## src/cnv_pkg.sv

```systemverilog
// Purpose: shared constants for the converter configuration page zero
// Assumes: byte-wide registers reached by a serial byte protocol
// Notes:   field positions and reset values are named once here
package cnv_pkg;
    localparam int CNV_DATA_W  = 8;
    localparam int CNV_ADDR_W  = 5;
    localparam int CNV_PAGE_W  = 3;
    localparam int CNV_NREG    = 16;
    localparam int CNV_FREQ_W  = 40;
    localparam int CNV_PHASE_W = 13;
    localparam int CNV_GAIN_W  = 12;

    ////////////////////////////////////////////////////////////////////////////
    localparam logic [4:0] CNV_OFS_COMMON = 5'h00;
    localparam logic [4:0] CNV_OFS_TRANSMIT_CONFIG  = 5'h01;
    localparam logic [4:0] CNV_OFS_MULCFG = 5'h02;
    localparam logic [4:0] CNV_OFS_SPARE  = 5'h03;
    localparam logic [4:0] CNV_OFS_FREQ0  = 5'h04;
    localparam logic [4:0] CNV_OFS_FREQ4  = 5'h08;
    localparam logic [4:0] CNV_OFS_PHLO   = 5'h09;
    localparam logic [4:0] CNV_OFS_PHHI   = 5'h0a;
    localparam logic [4:0] CNV_OFS_AGLO   = 5'h0b;
    localparam logic [4:0] CNV_OFS_AGHI   = 5'h0c;
    localparam logic [4:0] CNV_OFS_BGLO   = 5'h0d;
    localparam logic [4:0] CNV_OFS_BGHI   = 5'h0e;
    localparam logic [4:0] CNV_OFS_OUTCTL = 5'h0f;
    localparam logic [4:0] CNV_OFS_PAGE   = 5'h1f;

    ////////////////////////////////////////////////////////////////////////////
    localparam int CNV_COM_WIRE = 7;
    localparam int CNV_COM_RST  = 6;
    localparam int CNV_COM_FMT  = 2;
    localparam int CNV_COM_CHIP = 1;
    localparam int CNV_COM_GAP  = 0;
    localparam int CNV_TX_OSC   = 7;
    localparam int CNV_TX_LPOSC = 6;
    localparam int CNV_TX_ISINC = 5;
    localparam int CNV_TX_MOD   = 2;
    localparam int CNV_TX_INTP  = 0;
    localparam int CNV_MU_BYP   = 7;
    localparam int CNV_MU_BUF   = 6;
    localparam int CNV_MU_LOOP  = 5;
    localparam int CNV_MU_DIV   = 3;
    localparam int CNV_MU_PH    = 1;
    localparam int CNV_MU_OSC   = 0;
    localparam int CNV_PH_EN    = 7;
    localparam int CNV_OC_AGE   = 3;
    localparam int CNV_OC_BGE   = 2;
    localparam int CNV_OC_ATT   = 1;
    localparam int CNV_OC_CLIP  = 0;
    localparam int CNV_LP_LSB   = 3;

    ////////////////////////////////////////////////////////////////////////////
    localparam logic [7:0] CNV_RST_VAL [CNV_NREG] = '{
        8'h87, 8'h01, 8'ha1, 8'h00, 8'h66, 8'h66, 8'h66, 8'h66,
        8'h26, 8'h00, 8'h00, 8'h50, 8'h0b, 8'h50, 8'h0b, 8'h00};
    localparam logic [7:0] CNV_WR_MASK [CNV_NREG] = '{
        8'hc7, 8'hff, 8'hff, 8'h00, 8'hff, 8'hff, 8'hff, 8'hff,
        8'hff, 8'hff, 8'h9f, 8'hff, 8'h0f, 8'hff, 8'h0f, 8'h0f};
    localparam logic [2:0] CNV_PAGE_RST = 3'h0;
endpackage : cnv_pkg

```

## src/cnv_serial_link.sv

```systemverilog
// Purpose: serial byte link, one instruction byte then one data byte
// Assumes: link pins are synchronous to sys_clk and much slower than it
// Notes:   instruction bit 7 high = read, bits 4:0 = offset; mode 0 timing
`timescale 1ns/1ps
module cnv_serial_link
    import cnv_pkg::*;
(
    input  wire logic                      sys_clk,   // system clock
    input  wire logic                      rst_b,     // async reset, active low
    input  wire logic                      serClk,    // serial clock pin
    input  wire logic                      serSelB,   // frame select, active low
    input  wire logic                      serIn,     // serial data in
    output logic                           serOut,    // serial data out
    output logic                           serDrive,  // read data phase
    output logic [cnv_pkg::CNV_ADDR_W-1:0] regAddr,   // latched offset
    input  wire logic [cnv_pkg::CNV_DATA_W-1:0] rdData, // read value
    output logic                           wrStrobe,  // one-cycle write
    output logic [cnv_pkg::CNV_DATA_W-1:0] wrData     // write value
);
    logic       clkPrev_reg;
    logic [4:0] bitCnt_reg;
    logic [6:0] inShift_reg;
    logic [7:0] outShift_reg;
    logic       isRead_reg;

    wire        rise     = serClk & ~clkPrev_reg & ~serSelB;
    wire        fall     = ~serClk & clkPrev_reg & ~serSelB;
    wire [7:0]  inByte   = {inShift_reg, serIn};
    wire        instrEnd = rise && (bitCnt_reg == 5'd7);
    wire        dataEnd  = rise && (bitCnt_reg == 5'd15);
    wire        loadOut  = fall && (bitCnt_reg == 5'd8) && isRead_reg;

    ////////////////////////////////////////////////////////////////////////////
    always_ff @(posedge sys_clk or negedge rst_b) begin
        if (!rst_b) begin
            clkPrev_reg  <= 1'b0;
            bitCnt_reg   <= 5'd0;
            inShift_reg  <= 7'h00;
            outShift_reg <= 8'h00;
            isRead_reg   <= 1'b0;
            regAddr      <= '0;
            serDrive     <= 1'b0;
            wrStrobe     <= 1'b0;
            wrData       <= '0;
        end else begin
            clkPrev_reg <= serClk;
            wrStrobe    <= dataEnd & ~isRead_reg;
            if (serSelB) begin
                bitCnt_reg <= 5'd0;
                serDrive   <= 1'b0;
            end else if (rise && bitCnt_reg < 5'd16) begin
                bitCnt_reg  <= bitCnt_reg + 5'd1;
                inShift_reg <= inByte[6:0];
            end
            if (instrEnd) begin
                isRead_reg <= inByte[7];
                regAddr    <= inByte[4:0];
            end
            if (dataEnd)
                wrData <= inByte;
            if (loadOut) begin
                outShift_reg <= rdData;
                serDrive     <= 1'b1;
            end else if (fall && bitCnt_reg > 5'd8)
                outShift_reg <= {outShift_reg[6:0], 1'b0};
        end
    end

    assign serOut = outShift_reg[7];
endmodule : cnv_serial_link

```

## src/cnv_config_page_zero.sv

```systemverilog
// Purpose: configuration page zero of a dual-channel interpolating converter
// Assumes: host reaches the registers over the serial link pins only
// Notes:   offset 00h and the page select at 1Fh answer on every page
`timescale 1ns/1ps
// Operation
// RQ1 - Host writes 01h at offset 0Bh of the selected page as the next-to-last start step.
// RQ2 - A write of 00h to offset 00h releases the receiver reset and starts conversion.
// RQ3 - Offset 00h holds wire count, register reset, number format, chip and bandgap power, reset 87h.
// RQ4 - Offset 01h holds oscillator, low-power oscillator, inverse sinc, modulation, interpolation.
// RQ5 - Offset 02h holds the clock multiplier bypass, power-downs, divider and phase, reset A1h.
// RQ6 - The 40-bit oscillator word spans 04h (low byte) to 08h (high byte).
// RQ7 - Oscillator bytes reset to 66h, except the top byte which resets to 26h.
// RQ8 - Offsets 09h and 0Ah hold a 13-bit phase correction plus its enable, reset zero.
// RQ9 - Channel A gain is 12 bits at 0Bh and 0Ch, resetting to 50h and 0Bh.
// RQ10 - Channel B gain is 12 bits at 0Dh and 0Eh with the same reset values.
// RQ11 - Offset 0Fh holds the two gain enables, the attenuation select and clipping, reset zero.
// RQ12 - Writing the register reset bit as 1 resets every register except offset 00h.
// RQ13 - The format bit selects two's complement at 0 and unsigned input at 1.
// RQ14 - With the oscillator disabled its phase accumulator is held at zero.
// RQ15 - Offset 1Fh holds a 3-bit page number selecting the addressed page, reset page 0.
// RQ16 - Offset 03h and unassigned bits read zero and ignore writes.
// RQ17 - A write takes effect on the clock after the serial write completes.
module cnv_config_page_zero
    import cnv_pkg::*;
(
    input  wire logic                       sys_clk,          // 200 MHz clock
    input  wire logic                       rst_b,            // async reset
    input  wire logic                       serClk,           // serial clock
    input  wire logic                       serSelB,          // select, low
    input  wire logic                       sdioIn,           // data pin in
    output logic                            sdioOut,          // data pin out
    output logic                            sdioOe,           // data pin drive
    output logic                            misoOut,          // 4-wire out
    output logic                            misoOe,           // 4-wire drive
    output logic                            receiverReset,    // lvds rx reset
    output logic                            threeWireSel,     // wire count
    output logic                            inputUnsigned,    // number format
    output logic                            chipPowerOn,      // chip power
    output logic                            bandgapPowerOn,   // bandgap power
    output logic                            oscEnable,        // oscillator on
    output logic                            oscPhaseClear,    // hold phase 0
    output logic [cnv_pkg::CNV_FREQ_W-1:0]  oscPhaseAcc,      // phase accum
    output logic                            lowPowerOscSel,   // low-power osc
    output logic                            inverseSincEn,    // inverse sinc
    output logic [2:0]                      modulationSel,    // modulation
    output logic [1:0]                      interpSel,        // interpolation
    output logic                            mulBypass,        // multiplier
    output logic                            mulBufferPd,      // buffer pd
    output logic                            mulLoopPd,        // loop pd
    output logic [1:0]                      mulDivider,       // divider
    output logic [1:0]                      mulPhase,         // phase
    output logic                            mulOscPd,         // osc pd
    output logic [cnv_pkg::CNV_FREQ_W-1:0]  oscFreqWord,      // freq word
    output logic [cnv_pkg::CNV_PHASE_W-1:0] phaseCorrValue,   // correction
    output logic                            phaseCorrEnable,  // correction on
    output logic [cnv_pkg::CNV_GAIN_W-1:0]  chanAGain,        // gain a
    output logic [cnv_pkg::CNV_GAIN_W-1:0]  chanBGain,        // gain b
    output logic                            chanAGainEnable,  // gain a on
    output logic                            chanBGainEnable,  // gain b on
    output logic                            outputAttenSel,   // minus 3 dB
    output logic                            outputClipEnable, // clipping
    output logic [cnv_pkg::CNV_PAGE_W-1:0]  pageSel           // page number
);
    import cnv_pkg::*;

    ////////////////////////////////////////////////////////////////////////////
    // serial link

    logic [CNV_ADDR_W-1:0] regAddr;
    logic [CNV_DATA_W-1:0] rdData;
    logic [CNV_DATA_W-1:0] wrData;
    logic                  wrStrobe;
    logic                  serOut;
    logic                  serDrive;
    logic                  serIn;

    cnv_serial_link u_link (
        .sys_clk  (sys_clk),
        .rst_b    (rst_b),
        .serClk   (serClk),
        .serSelB  (serSelB),
        .serIn    (serIn),
        .serOut   (serOut),
        .serDrive (serDrive),
        .regAddr  (regAddr),
        .rdData   (rdData),
        .wrStrobe (wrStrobe),
        .wrData   (wrData)
    );

    // both wire counts take write data on the shared data pin
    assign serIn = sdioIn;

    ////////////////////////////////////////////////////////////////////////////
    // register file

    logic [CNV_DATA_W-1:0] regs_reg [CNV_NREG];
    logic [CNV_PAGE_W-1:0] page_reg;
    logic                  rxReset_reg;
    logic [CNV_FREQ_W-1:0] phaseAcc_reg;

    wire onPageZero = (page_reg == CNV_PAGE_RST);                      // see RQ15
    wire isCommon   = (regAddr == CNV_OFS_COMMON);
    wire isPage     = (regAddr == CNV_OFS_PAGE);
    wire inTable    = (regAddr[4] == 1'b0);
    wire tableHit   = inTable && (onPageZero || isCommon);             // see RQ15
    wire wrTable    = wrStrobe && tableHit;                            // see RQ17
    wire wrPage     = wrStrobe && isPage;
    wire softReset  = wrStrobe && isCommon && wrData[CNV_COM_RST];     // see RQ12
    wire wrCommon   = wrStrobe && isCommon;

    genvar gi;
    generate
        for (gi = 0; gi < CNV_NREG; gi++) begin : g_reg
            localparam logic [3:0] IDX = 4'(gi);
            wire hitMe = wrTable && (regAddr[3:0] == IDX);
            always_ff @(posedge sys_clk or negedge rst_b) begin
                if (!rst_b)
                    regs_reg[gi] <= CNV_RST_VAL[gi];                   // see RQ3 RQ7
                else if (softReset && gi != 0)
                    regs_reg[gi] <= CNV_RST_VAL[gi];                   // see RQ12
                else if (hitMe)
                    regs_reg[gi] <= wrData & CNV_WR_MASK[gi];          // see RQ16
            end
        end
    endgenerate

    always_ff @(posedge sys_clk or negedge rst_b) begin
        if (!rst_b)
            page_reg <= CNV_PAGE_RST;
        else if (softReset)
            page_reg <= CNV_PAGE_RST;                                  // see RQ12
        else if (wrPage)
            page_reg <= wrData[CNV_PAGE_W-1:0];                        // see RQ15
    end

    // receiver held in reset until the host clears the common register
    always_ff @(posedge sys_clk or negedge rst_b) begin
        if (!rst_b)
            rxReset_reg <= 1'b1;
        else if (softReset)
            rxReset_reg <= 1'b1;
        else if (wrCommon && wrData == 8'h00)
            rxReset_reg <= 1'b0;                                       // see RQ2
    end

    ////////////////////////////////////////////////////////////////////////////
    // read path

    wire [CNV_DATA_W-1:0] tableData = regs_reg[regAddr[3:0]];
    wire [CNV_DATA_W-1:0] pageData  = {{(CNV_DATA_W-CNV_PAGE_W){1'b0}}, page_reg};

    assign rdData = isPage   ? pageData  :
                    tableHit ? tableData : 8'h00;                      // see RQ16

    ////////////////////////////////////////////////////////////////////////////
    // pin steering by wire count

    wire threeWire = regs_reg[0][CNV_COM_WIRE];

    assign sdioOut = serOut;
    assign sdioOe  = serDrive && threeWire;                            // see RQ3
    assign misoOut = serOut;
    assign misoOe  = serDrive && !threeWire;

    ////////////////////////////////////////////////////////////////////////////
    // field decode

    wire [7:0] comReg = regs_reg[CNV_OFS_COMMON[3:0]];
    wire [7:0] txReg  = regs_reg[CNV_OFS_TRANSMIT_CONFIG[3:0]];
    wire [7:0] muReg  = regs_reg[CNV_OFS_MULCFG[3:0]];
    wire [7:0] phLo   = regs_reg[CNV_OFS_PHLO[3:0]];
    wire [7:0] phHi   = regs_reg[CNV_OFS_PHHI[3:0]];
    wire [7:0] agLo   = regs_reg[CNV_OFS_AGLO[3:0]];
    wire [7:0] agHi   = regs_reg[CNV_OFS_AGHI[3:0]];
    wire [7:0] bgLo   = regs_reg[CNV_OFS_BGLO[3:0]];
    wire [7:0] bgHi   = regs_reg[CNV_OFS_BGHI[3:0]];
    wire [7:0] ocReg  = regs_reg[CNV_OFS_OUTCTL[3:0]];

    assign receiverReset  = rxReset_reg;
    assign threeWireSel   = threeWire;
    assign inputUnsigned  = comReg[CNV_COM_FMT];                       // see RQ13
    assign chipPowerOn    = comReg[CNV_COM_CHIP];                      // see RQ3
    assign bandgapPowerOn = comReg[CNV_COM_GAP];
    assign pageSel        = page_reg;

    assign oscEnable      = txReg[CNV_TX_OSC];                         // see RQ4
    assign lowPowerOscSel = txReg[CNV_TX_LPOSC];
    assign inverseSincEn  = txReg[CNV_TX_ISINC];
    assign modulationSel  = txReg[CNV_TX_MOD+:3];
    assign interpSel      = txReg[CNV_TX_INTP+:2];

    assign mulBypass      = muReg[CNV_MU_BYP];                         // see RQ5
    assign mulBufferPd    = muReg[CNV_MU_BUF];
    assign mulLoopPd      = muReg[CNV_MU_LOOP];
    assign mulDivider     = muReg[CNV_MU_DIV+:2];
    assign mulPhase       = muReg[CNV_MU_PH+:2];
    assign mulOscPd       = muReg[CNV_MU_OSC];

    generate
        for (gi = 0; gi < CNV_FREQ_W / CNV_DATA_W; gi++) begin : g_freq
            assign oscFreqWord[gi*8 +: 8] = regs_reg[CNV_OFS_FREQ0[3:0] + gi]; // see RQ6
        end
    endgenerate

    assign phaseCorrValue  = {phHi[4:0], phLo};                        // see RQ8
    assign phaseCorrEnable = phHi[CNV_PH_EN];
    assign chanAGain       = {agHi[3:0], agLo};                        // see RQ9
    assign chanBGain       = {bgHi[3:0], bgLo};                        // see RQ10
    assign chanAGainEnable = ocReg[CNV_OC_AGE];                        // see RQ11
    assign chanBGainEnable = ocReg[CNV_OC_BGE];
    assign outputAttenSel  = ocReg[CNV_OC_ATT];
    assign outputClipEnable = ocReg[CNV_OC_CLIP];

    ////////////////////////////////////////////////////////////////////////////
    // oscillator phase accumulator

    wire                  accRun  = oscEnable && chipPowerOn && !rxReset_reg;
    wire [CNV_FREQ_W-1:0] accStep = oscFreqWord;

    assign oscPhaseClear = !oscEnable;                                 // see RQ14

    always_ff @(posedge sys_clk or negedge rst_b) begin
        if (!rst_b)
            phaseAcc_reg <= '0;
        else if (oscPhaseClear)
            phaseAcc_reg <= '0;                                        // see RQ14
        else if (accRun)
            phaseAcc_reg <= phaseAcc_reg + accStep;
    end

    assign oscPhaseAcc = phaseAcc_reg;
endmodule : cnv_config_page_zero

```

## config.mk

```make
export PLATFORM = sky130hd
export DESIGN_NAME = cnv_config_page_zero
export DESIGN_NICKNAME = d
export VERILOG_FILES = /design/src/cnv_pkg.sv /design/src/cnv_serial_link.sv /design/src/cnv_config_page_zero.sv
export SDC_FILE = /design/constraint.sdc
export NUM_CORES = 1
export LEC_CHECK = 0
export ABC_AREA = 0
export BUFFER_PORTS_ARGS = -buffer_cell sky130_fd_sc_hd__buf_2
export CELL_PAD_IN_SITES_DETAIL_PLACEMENT = 0
export CELL_PAD_IN_SITES_GLOBAL_PLACEMENT = 1
export CORE_ASPECT_RATIO = 1.25
export CORE_MARGIN = 5
export CORE_UTILIZATION = 45
export DETAILED_ROUTE_END_ITERATION = 8
export HOLD_SLACK_MARGIN = 0.02
export PLACE_DENSITY_LB_ADDON = 0.1
export REMOVE_ABC_BUFFERS = 1
export SLEW_MARGIN = 20
export SYNTH_ARGS = -nofsm -noshare
export SYNTH_HDL_FRONTEND = slang
export SYNTH_SLANG_ARGS = --single-unit
export TNS_END_PERCENT = 100
```

## constraint.sdc

```tcl
create_clock -name sys_clk -period 3.45 [get_ports sys_clk]
set_clock_uncertainty 0.1 [all_clocks]
set_input_delay 0.69 -clock sys_clk [delete_from_list [all_inputs] [get_ports sys_clk]]
set_output_delay 0.69 -clock sys_clk [all_outputs]
set_load 0.01 [all_outputs]
```

Word level (Yosys, flattened, before mapping)
Cells that the tools add are included.

Word-level logic and storage cells: 172. Output and inout port bits: 151. Register bits: 206. Bits of input ports: 5.

Reduce and logical (&&, ||, !) cells: 61. Mux-type cells: 47. Add/sub/neg operators: 2. Equality and inequality tests: 20. Bitwise logic cells: 11. Order comparisons: 3.

Operator list (count): two-way mux 8 bit (36); two-way mux 40 bit (2); adder 40 bit (1); nonzero test 2 bit (20); binary-select mux 8 bit (select 4 bit) (1); equality test 4 bit (second input constant) (8); logical AND 1 bit (32); equality test 4 x 3 -> 1 bit (second input constant) (4); equality test 5 x 4 -> 1 bit (second input constant) (2); two-way mux 5 bit (2); equality test 4 x 2 -> 1 bit (second input constant) (2); zero test 8 bit (1); two-way mux 3 bit (2); adder 5 x 1 -> 5 bit (second input constant) (1); bitwise AND 1 bit (5); equality test 5 x 3 -> 1 bit (second input constant) (1); equality test 5 bit (second input constant) (1); >= comparator 5 bit (second input constant) (1); greater-than comparator 5 x 4 -> 1 bit (second input constant) (1); zero test 5 bit (1); less-than comparator 5 bit (second input constant) (1); NOT 1 bit (5); NOT 4 -> 5 bit (1); equality test 4 x 1 -> 1 bit (second input constant) (1); 7 further kinds (12).

Depth between registers and ports, before layout
Gate-level depths: netlist of run 1.

Word-level depth: 7. Gate-level depth with buffers: 11.

Cells and area by module
From an unflattened synthesis of run 1, not the netlist that was laid out.

Cells, all modules: 1079. Area, all modules: 10744.1 µm².

By module, submodules not included: cnv_config_page_zero (area an instance 9166.3 µm², seq. area each 3726.1 µm², times used 1, cells an instance 964); cnv_serial_link (area an instance 1577.8 µm², seq. area each 925.9 µm², times used 1, cells an instance 115).

Worst setup path before layout of run 1
Ideal clock, no wire load.

Kind: reg-to-reg. Start: register phaseAcc_reg[0] (netlist: oscPhaseAcc[0]). End: register phaseAcc_reg[38] (netlist: oscPhaseAcc[38]). Arrival: 2.622 ns. Setup time: 0.131 ns. Clock period less this slack: 2.853 ns. Stages on the path, launching flop included: 11. Setup slack: 0.597 ns. Path through: dfrtp_1 ha_1 fa_1 a21o_1 a221o_1 a41o_1 a21o_1 a41oi_2 o211a_1 or4_1 nand3_1.

Cells in the longest elaborated chain, start to end: 3.

Ends and longest elaborated chain: start: declaration (line cnv_config_page_zero.sv:100) `logic [CNV_FREQ_W-1:0] phaseAcc_reg;`; start signal: assignment (line cnv_config_page_zero.sv:229) `phaseAcc_reg <= phaseAcc_reg + accStep;`; adder 40 bit (line cnv_config_page_zero.sv:229); two-way mux 40 bit (line cnv_config_page_zero.sv:228) `else if (accRun)`; two-way mux 40 bit (line cnv_config_page_zero.sv:226) `else if (oscPhaseClear)`.

No other way between the ends. The select of a mux whose other input is x is not followed. A chain may end at the register's enable or synchronous reset.

Final worst setup path of run 1
Start: register regs_reg, in the netlist oscFreqWord[0]. End: register phaseAcc_reg[28] (netlist: oscPhaseAcc[28]).

Cells in the longest elaborated chain, start to end: 3.

Ends and longest elaborated chain: start: declaration (line cnv_config_page_zero.sv:97) `logic [CNV_DATA_W-1:0] regs_reg [CNV_NREG];`; start signal: indexed assignment (line cnv_config_page_zero.sv:119) `regs_reg[gi] <= CNV_RST_VAL[gi];`; start signal: indexed assignment (line cnv_config_page_zero.sv:121) `regs_reg[gi] <= CNV_RST_VAL[gi];`; start signal: indexed assignment (line cnv_config_page_zero.sv:123) `regs_reg[gi] <= wrData & CNV_WR_MASK[gi];`; adder 40 bit (line cnv_config_page_zero.sv:229); two-way mux 40 bit (line cnv_config_page_zero.sv:228); two-way mux 40 bit (line cnv_config_page_zero.sv:226).

No other way between the ends. The select of a mux whose other input is x is not followed.

==> reports/metrics.csv, run 1 <==
stage,metric,value,unit
layout,final_common_cell,nand2_1,
timing,hold_viol_final,0,
floorplan,coreArea,23120,um2
setup_path,timing_worst_setup_path_type,flop to flop,
global_route,grt_max_degree,78,
place,hpwl,24740,um
global_route,grt_pass1_vias,8982,
clock_network,max-clock-path-buffers,2,
floorplan,die_y,181.6,um
layout,fin_cells,1552,
global_route,use_met1,34.15,%
clock_network,path_clk_slew,0.08,ns
layout,drive_above_1_share,26.58,%
clock_network,cts-root-buf,clkbuf_16,
timing,max_slew.worst_pin.slew,0.9757,ns
yosys,netlist.area_leader.share,34.45,%
layout,fin_util,53.47,%
timing,drv_slew,0,
global_route,gr-usage-met3,3.890,%
routing,firstDrtPassIters,6,
global_route,met2_usage,42.73,%
power,power.total,0.004280,W
yosys,synth_edf_count,0,
yosys,ys.flop_type,dfrtp_1,
routing,wl_per_cell,22.01,um
clock_network,post_cts_buffers,0,
setup_path,r2r-end,oscPhaseAcc[28]$_DFFE_PN0P_,
timing,setup_viol,0,
floorplan,start_util,45.88,%
setup_path,cp_data_required_time,3.67,ns
global_route,grt_pass1_wl,53390,um
timing,relSlewSlack,34.95,%
floorplan,io_pins,156,
setup_path,critPathArrivalTime,3.40,ns
power,p_leak,6.198,nW
layout,syn_to_final_growth,16.54,%
clock_network,cts_max_level,4,
power,p_per_area,346.2,nW/um2
timing,fin_tns_setup,0,ns
yosys,ys_warn_count,0,
layout,seqCellArea,4653,um2
yosys,seq_area_frac_synth,43.86,%
setup_path,cp-end-kind,flop,
floorplan,die_x,147.3,um
timing,timing.final.crit_period,3.179,ns
setup_path,r2r_cells,10,
place,dp_cells,1520,
timing,hold_ws,0.1740,ns
flow_run,drv_cap,0,
routing,drcViolationCount,0,
timing,timing.fmax,314.5,MHz
setup_path,max_stage_delay,0.41,ns
clock_network,clk_latency,0.43,ns
place,place_congestion,0.8915,
timing,fin_crit_sh,92.16,%
clock_network,cts_sinks,184,
run_status,status,finished clean,
power,ir_drop,325.5,uV
timing,rsz0062_at_grt,no,
yosys,avgSynthCellArea,9.555,um2
setup_path,crit_path_cell_trace,ha_1 -> fa_1 -> a21o_1 -> a221o_1 -> a311oi_1 -> nor4_1 -> o21ai_1 -> nand2_1 -> xnor2_1 -> a22o_1,
routing,routed_via_density,5.896,
place,io_buffers,155,
global_route,antenna_found_initial,1,
routing,num_vias,9151,
clock_network,cts_resized,0,
clock_network,cts-buffers-inserted,17,
floorplan,dieArea,26760,um2
floorplan,rows,62,
layout,n_antenna_cell,0,
min_path,hold_path.class,primary input to async pin,
setup_path,regToRegStartpoint,oscFreqWord[0]$_DFFE_PN0P_,
setup_path,cpLargestDelayFamily,compound AO/OA/AOI/OAI gates,
yosys,synth_area,10610,um2
global_route,grt_usage,25.49,%
routing,drt_iter0_drc,627,
yosys,synth-async-reset-ratio,100.0,%
layout,finalNetCount,1299,
yosys,yosys_register_bits,184,
global_route,grt_overflow,0,
layout,multi_input_area,5570,um2
clock_network,cts_hold_buf,0,
setup_path,cp-start-kind,flop,
layout,layout_common_cells,"160 x nand2_1, 154 x buf_2, 145 x dfrtp_1, 112 x a21oi_1, 88 x nand3_1",
routing,routed_wl,34160,um
yosys,synth_top_cells_by_area,"dfrtp_1 34%, dfstp_2 9.4%, nand2_1 5.7%, a21oi_1 5.3%, ha_1 5.0%",
yosys,synthCells,1110,
yosys,yosys.area.top_type,dfrtp_1,
setup_path,cp_max_fo,4,
clock_network,cts_tree,yes,
setup_path,r2r_slack,0.27,ns
setup_path,crit_path_top_delay_cell,dfrtp_1,
yosys,ys_types,71,
setup_path,crit_buf_inv,0,
global_route,top_usage_layer,met2,
routing,final_antenna_net_count,0,
layout,nFillCells,2194,
==> area by class of cell <==
type,instances,share of cell area (%)
clock buffer,19,3.583
clock inverter,13,1.032
inverter,21,0.6377
multi-input combinational,828,45.07
sequential,184,37.65
tap,288,2.915
timing repair buffer,199,9.120
==> power by group <==
group	internal [W]	leakage, nW	switching (W)
logic	0.0000420	3.52	0.0000638
registers	0.00220	2.40	0.0000336
clock network	0.000986	0.274	0.000956
==> synthesized netlist by cell type, types with 9 or more instances <==
cell type	n
mux2i_1	45
nor2_1	63
ha_1	42
o21ai_0	65
o21bai_1	9
a21oi_1	112
nand3_1	88
mux2_2	26
nor3_1	10
dfstp_2	38
clkbuf_1	62
inv_1	21
a21o_1	28
dfrtp_1	146
xor2_1	14
xnor2_1	21
nand4_1	11
mux4_2	22
nand2_1	160
nor2b_1	9
==> worst reg2reg max path, stage by stage, from the launching register on <==
cell      delay [ns]
dfrtp_1         0.41
ha_1            0.24
fa_1            0.41
a21o_1          0.19
a221o_1         0.37
a311oi_1        0.41
nor4_1          0.15
o21ai_1         0.29
nand2_1         0.17
xnor2_1         0.16
a22o_1          0.19
==> metal layers <==
layer / part of all wire (%) / up-vias
met2: 49 / 330
li1: - / 4286
met5: 0.029 / -
met4: 2.9 / 2
met1: 42 / 4477
met3: 6.2 / 56
==> cells by family (layout without fill, tap and decap cells) <==
| family | count (synthesis) | after routing | synth area share (%) |
|---|---|---|---|
| adders and majority gates | 43 | 43 | 5.143 |
| AOI/OAI and AO/OA | 278 | 278 | 16.37 |
| xor gates and xnor gates | 35 | 35 | 2.890 |
| DFF | 184 | 184 | 43.86 |
| and+or+nand+nor | 379 | 379 | 16.29 |
| muxes | 93 | 93 | 11.68 |
| buffers and inverters | 98 | 252 | 3.763 |
==> through the flow <==
step / area [um2] / setup WS, ns
2_1_floorplan: 10290 / -1.253
3_3_place_gp: 11790 / 0.2924
3_5_place_dp: 11790 / 0.2622
4_1_cts: 12360 / 0.2605
5_1_grt: 12360 / 0.08030
6_report: 12360 / 0.2706
==> worst max-delay path by stage <==
stage | to | slack (ns) | cells past startpoint | startpoint
after floorplan | agHi[2]$_DFFE_PN0P_ | -1.25 | 4 | u_link.regAddr[0]$_DFFE_PN0P_
after global placement | oscPhaseAcc[28]$_DFFE_PN0P_ | 0.29 | 10 | oscFreqWord[0]$_DFFE_PN0P_
after detailed placement | oscPhaseAcc[28]$_DFFE_PN0P_ | 0.26 | 10 | oscPhaseAcc[0]$_DFFE_PN0P_
after CTS | oscPhaseAcc[28]$_DFFE_PN0P_ | 0.26 | 10 | oscFreqWord[0]$_DFFE_PN0P_
after global routing | oscPhaseAcc[28]$_DFFE_PN0P_ | 0.08 | 10 | oscFreqWord[0]$_DFFE_PN0P_
final | oscPhaseAcc[28]$_DFFE_PN0P_ | 0.27 | 10 | oscFreqWord[0]$_DFFE_PN0P_
(Power assumes the default switching activity.)
==> run 2, diff against run 1 <==
--- a/config.mk
+++ b/config.mk
@@ -16,7 +16,7 @@
 export HOLD_SLACK_MARGIN = 0.02
 export PLACE_DENSITY_LB_ADDON = 0.1
 export REMOVE_ABC_BUFFERS = 1
-export SLEW_MARGIN = 20
+export SLEW_MARGIN = 10
 export SYNTH_ARGS = -nofsm -noshare
 export SYNTH_HDL_FRONTEND = slang
 export SYNTH_SLANG_ARGS = --single-unit
==> constraint.sdc (replaced) <==
create_clock -name sys_clk -period 3.42 [get_ports sys_clk]
set_clock_uncertainty 0.1 [all_clocks]
set_input_delay 0.684 -clock sys_clk [delete_from_list [all_inputs] [get_ports sys_clk]]
set_output_delay 0.684 -clock sys_clk [all_outputs]
set_load 0.01 [all_outputs]
==> reports/metrics.csv, run 2 (synthesis gave the netlist of run 1 again) <==
stage,metric,value,unit,change
layout,finalNetCount,1295,,-0.31%
routing,routed_via_density,5.900,,about the same
layout,fin_area,12420,um2,+0.49%
power,power.total,0.004379,W,+2.3%
timing,relSlewSlack,41.05,%,+6.1 points
setup_path,cp-start-kind,flop,,
flow_run,drv_cap,0,,unchanged
timing,setup_viol,0,,unchanged
timing,fin_ws,0.3003,ns,+0.02971 ns
place,dp_cells,1516,,-0.26%
routing,wl_per_cell,22.08,um,+0.33%
global_route,grt_pass1_vias,9111,,+1.4%
global_route,grt_overflow,0,,unchanged
setup_path,critPathArrivalTime,3.36,ns,-0.04 ns
power,clock_power_share,46.1,%,+0.7 points
timing,fin_crit_sh,91.22,%,-0.94 points
global_route,grt_usage,25.70,%,+0.21 points
layout,layout_common_cells,"160 x nand2_1, 154 x buf_2, 145 x dfrtp_1, 112 x a21oi_1, 88 x nand3_1",,
timing,timing.final.crit_period,3.120,ns,-0.05971 ns
timing,max_slew.worst_pin.slew,0.8842,ns,-0.09154 ns
place,placed_cell_area,11810,um2,+0.17%
layout,n_antenna_cell,0,,unchanged
layout,nFillCells,2193,,-0.046%
layout,fin_cells,1548,,-0.26%
timing,hold_ws,0.1487,ns,-0.02523 ns
place,pre_cts_ws,0.2753,ns,+0.01311 ns
power,ir_drop,355.6,uV,+9.2%
routing,firstDrtPassIters,5,,-1
clock_network,path_clk_slew,0.08,ns,about the same
power,switching_power,0.001123,W,+6.6%
setup_path,cp_data_required_time,3.66,ns,about the same
clock_network,cts-root-buf,clkbuf_16,,
floorplan,rows,62,,unchanged
layout,drive_above_1_share,26.43,%,-0.15 points
global_route,grt_max_degree,83,,+6.4%
layout,final_common_cell,nand2_1,,
routing,num_vias,9133,,-0.20%
power,swShare,25.64,%,+1.0 points
timing,drv_slew,0,,unchanged
power,combPwrFrac,2.5,%,about the same
floorplan,die_x,147.3,um,unchanged
power,p_leak,6.212,nW,+0.23%
clock_network,cts_sinks,184,,unchanged
timing,hold_viol_final,0,,unchanged
setup_path,cp_max_fo,4,,unchanged
place,hpwl,24760,um,+0.10%
routing,drt_iter0_drc,768,,+22%
clock_network,clk_latency,0.44,ns,about the same
place,place_congestion,0.8980,,+0.73%
clock_network,cts_tree,yes,,
routing,drcViolationCount,0,,unchanged
routing,final_antenna_net_count,0,,unchanged
routing,routed_wl,34190,um,about the same
floorplan,io_pins,156,,unchanged
power,seqPwrFrac,51.4,%,-0.8 points
timing,timing.fmax,320.5,MHz,+1.9%
clock_network,cts_max_level,4,,unchanged
setup_path,cp-end-kind,flop,,
floorplan,coreArea,23120,um2,unchanged
run_status,status,finished clean,,
floorplan,start_util,45.88,%,unchanged
setup_path,timing_worst_setup_path_type,flop to flop,,
power,internal_power,0.003257,W,+0.94%
clock_network,cts-buffers-inserted,17,,unchanged
layout,syn_to_final_growth,17.11,%,
global_route,grt_pass1_wl,54030,um,+1.2%
power,p_per_area,352.6,nW/um2,+1.8%
global_route,antenna_found_initial,0,,-1
floorplan,die_y,181.6,um,unchanged
clock_network,max-clock-path-buffers,2,,unchanged
floorplan,dieArea,26760,um2,unchanged
place,io_buffers,155,,unchanged
min_path,hold_path.class,primary input to async pin,,
timing,rsz0062_at_grt,no,,
[run 2: per-stage QoR]
step / TNS (ns) / util (%)
finish: 0 / 53.73
global route: 0 / 53.73
CTS: 0 / 53.70
detailed placement: 0 / 51.09
global placement: 0 / 51.09
floorplan: -79.74 / -
[run 2: final cells by class]
class	instances	area, um2	share of cell area, %
Tap cell	288	360.3	2.901
Clock buffer	18	429.2	3.455
Multi-Input combinational cell	828	5577	44.90
Timing Repair Buffer	195	1147	9.237
Clock inverter	14	175.2	1.410
Sequential cell	184	4653	37.46
Inverter	21	78.83	0.6346
[run 2: timing repair]
action,in CTS,in global routing
hold buffers,0,0
setup buffers,0,0
setup endpoints to repair,0,1
endpoints found under the hold margin,0,0
gates resized for setup,0,1
[run 2: power by group through the flow]
stage,Combinational (W),Clock [W],Sequential [W]
2_1_floorplan,0.0000454,0,0.00228
3_3_place_gp,0.000111,0,0.00229
3_5_place_dp,0.000114,0,0.00229
4_1_cts,0.000114,0.00206,0.00225
5_1_grt,0.000128,0.00214,0.00226
6_report,0.000109,0.00202,0.00225
[run 2: metal layers]
layer / part of all wire [%] / global-route usage, %
met1: 42 / 33.62
met2: 50 / 44.67
met3: 5.4 / 3.965
met4: 2.2 / 6.639
met5: 0 / 0
[run 2: path summary, 6_finish.rpt]
kind	slack (ns)	end	startpoint	depth (start not counted)
worst max-delay path	0.30	oscPhaseAcc[28]$_DFFE_PN0P_	oscPhaseAcc[0]$_DFFE_PN0P_	11
worst min-delay path	0.15	oscPhaseAcc[29]$_DFFE_PN0P_	rst_b	1
worst max register to register	0.30	oscPhaseAcc[28]$_DFFE_PN0P_	oscPhaseAcc[0]$_DFFE_PN0P_	11
worst min register to register	0.37	u_link.wrStrobe$_DFF_PN0_	u_link.isRead_reg$_DFFE_PN0P_	1
max in group asynchronous	2.25	oscFreqWord[2]$_DFFE_PN1P_	rst_b	2
min in group sys_clk	0.27	u_link.clkPrev_reg$_DFF_PN0_	serClk	1
[run 2: critical path: stages (launching register included)]
cell	delay [ns]
dfrtp_1	0.40
ha_1	0.24
fa_1	0.42
a21o_1	0.19
a221o_1	0.36
a311oi_1	0.27
buf_4	0.17
nor4_2	0.06
o21ai_1	0.30
nand2_1	0.16
xnor2_1	0.15
a22o_1	0.19
==> run 3, diff against run 2 <==
==> constraint.sdc (replaced) <==
create_clock -name sys_clk -period 3.42 [get_ports sys_clk]
set_clock_uncertainty 0.1 [all_clocks]
set_input_delay 0.513 -clock sys_clk [delete_from_list [all_inputs] [get_ports sys_clk]]
set_output_delay 0.513 -clock sys_clk [all_outputs]
set_load 0.01 [all_outputs]
==> reports/metrics.csv, run 3 (synthesis gave the netlist of run 1 again) <==
stage,metric,value,unit,change
clock_network,clk_latency,0.45,ns,about the same
setup_path,timing_worst_setup_path_type,flop to flop,,
layout,final_common_cell,nand2_1,,
layout,fin_util,53.50,%,-0.23 points
setup_path,r2r_slack,0.25,ns,-0.05 ns
layout,nFillCells,2150,,-2.0%
clock_network,cts_tree,yes,,
layout,layout_common_cells,"160 x nand2_1, 154 x buf_2, 145 x dfrtp_1, 112 x a21oi_1, 88 x nand3_1",,
routing,final_antenna_net_count,0,,unchanged
place,dp_cells,1518,,+0.13%
timing,fin_crit_sh,92.56,%,+1.3 points
timing,relSlewSlack,38.37,%,-2.7 points
power,ir_drop,338.3,uV,-4.9%
min_path,hold_path.class,primary input to flop,,
layout,fin_cells,1551,,+0.19%
timing,rsz0062_at_grt,no,,
power,p_leak,6.187,nW,-0.40%
layout,seqCellArea,4653,um2,unchanged
timing,drv_slew,0,,unchanged
layout,finalNetCount,1298,,+0.23%
timing,timing.final.crit_period,3.166,ns,+0.04596 ns
floorplan,dieArea,26760,um2,unchanged
floorplan,die_x,147.3,um,unchanged
clock_network,cts_sinks,184,,unchanged
routing,drcViolationCount,0,,unchanged
clock_network,cts-buffers-inserted,17,,unchanged
global_route,antenna_found_initial,0,,unchanged
setup_path,cp_max_fo,4,,unchanged
setup_path,cp-end-kind,flop,,
timing,timing.fmax,315.9,MHz,-1.5%
routing,drt_iter0_drc,646,,-16%
place,pre_cts_ws,0.2024,ns,-0.07293 ns
floorplan,io_pins,156,,unchanged
floorplan,die_y,181.6,um,unchanged
timing,hold_viol_final,0,,unchanged
routing,routed_via_density,5.908,,+0.15%
global_route,grt_pass1_wl,53390,um,-1.2%
setup_path,critPathArrivalTime,3.40,ns,+0.04 ns
clock_network,path_clk_slew,0.08,ns,about the same
setup_path,cp_data_required_time,3.66,ns,about the same
timing,max_slew.worst_pin.slew,0.9244,ns,+0.04024 ns
clock_network,post_cts_buffers,0,,unchanged
global_route,grt_max_degree,72,,-13%
timing,setup_viol,0,,unchanged
global_route,grt_overflow,0,,unchanged
routing,num_vias,9164,,+0.34%
place,io_buffers,155,,unchanged
place,place_congestion,0.9072,,+1.0%
global_route,grt_pass1_vias,8952,,-1.7%
run_status,status,finished clean,,
layout,n_antenna_cell,0,,unchanged
global_route,grt_usage,25.68,%,about the same
timing,hold_ws,0.1057,ns,-0.04300 ns
flow_run,drv_cap,0,,unchanged
layout,syn_to_final_growth,16.60,%,
setup_path,cp-start-kind,flop,,
clock_network,cts-root-buf,clkbuf_16,,
layout,drive_above_1_share,26.52,%,+0.096 points
routing,routed_wl,34480,um,+0.86%
routing,firstDrtPassIters,5,,unchanged
floorplan,rows,62,,unchanged
layout,multi_input_area,5570,um2,-0.11%
floorplan,start_util,45.88,%,unchanged
clock_network,cts_max_level,4,,unchanged
power,p_per_area,347.6,nW/um2,-1.4%
timing,fin_ws,0.2543,ns,-0.04596 ns
clock_network,max-clock-path-buffers,2,,unchanged
floorplan,coreArea,23120,um2,unchanged
clock_network,cts_resized,0,,unchanged
routing,wl_per_cell,22.23,um,+0.66%
place,hpwl,24600,um,-0.66%
==> run 3: final cells by class <==
cell class,count,area share (%)
Sequential cell,184,37.63
Multi-Input combinational cell,828,45.04
Clock inverter,15,1.062
Tap cell,288,2.914
Clock buffer,17,3.440
Timing Repair Buffer,198,9.278
Inverter,21,0.6374
==> run 3: critical path: stages (launching register included) <==
cell and delay, ns:
dfrtp_1 0.39, ha_1 0.24, fa_1 0.42, a21o_1 0.20, a221o_1 0.37, a311oi_1 0.39, nor4_1 0.15, o21ai_1 0.29
nand2_1 0.17, xnor2_1 0.15, a22o_1 0.19
==> run 3: where the power goes <==
part           internal, W  switching, W  total, W
registers          0.00222     0.0000359   0.00225
clock network     0.000959      0.000978   0.00194
logic            0.0000431     0.0000648  0.000108
total              0.00322       0.00108   0.00430
==> run 3: final timing paths <==
kind	startpoint	cells past startpoint	end
min reg2reg	u_link.isRead_reg$_DFFE_PN0P_	1	u_link.wrStrobe$_DFF_PN0_
max	oscPhaseAcc[0]$_DFFE_PN0P_	10	oscPhaseAcc[28]$_DFFE_PN0P_
max in group asynchronous	rst_b	3	oscFreqWord[25]$_DFFE_PN1P_
min in group asynchronous	rst_b	2	oscPhaseAcc[28]$_DFFE_PN0P_
max reg2reg	oscPhaseAcc[0]$_DFFE_PN0P_	10	oscPhaseAcc[28]$_DFFE_PN0P_
min	serClk	1	u_link.clkPrev_reg$_DFF_PN0_
==> run 3: layer usage <==
metal | track usage [%] | routed length [um] | vias to the layer above
met5 | 0 | 0 | -
met4 | 8.131 | 868 | 0
met3 | 4.638 | 1859 | 46
met2 | 42.86 | 16940 | 294
met1 | 34.09 | 14810 | 4552
li1 | - | - | 4272
==> run 3: per-stage QoR <==
step / power [W] / TNS (ns) / area [um2]
after floorplan: 0.002326 / -79.74 / 10290
after global placement: 0.002402 / 0 / 11800
after detailed placement: 0.002406 / 0 / 11800
after CTS: 0.004339 / 0 / 12370
after global routing: 0.004434 / 0 / 12370
final: 0.004298 / 0 / 12370
==> run 3: what timing repair did <==
| action | 4_1_cts | 5_1_grt |
|---|---|---|
| hold buffers | 1 | 0 |
| hold endpoints to repair | 17 | 0 |
| setup endpoints to repair | 0 | 0 |
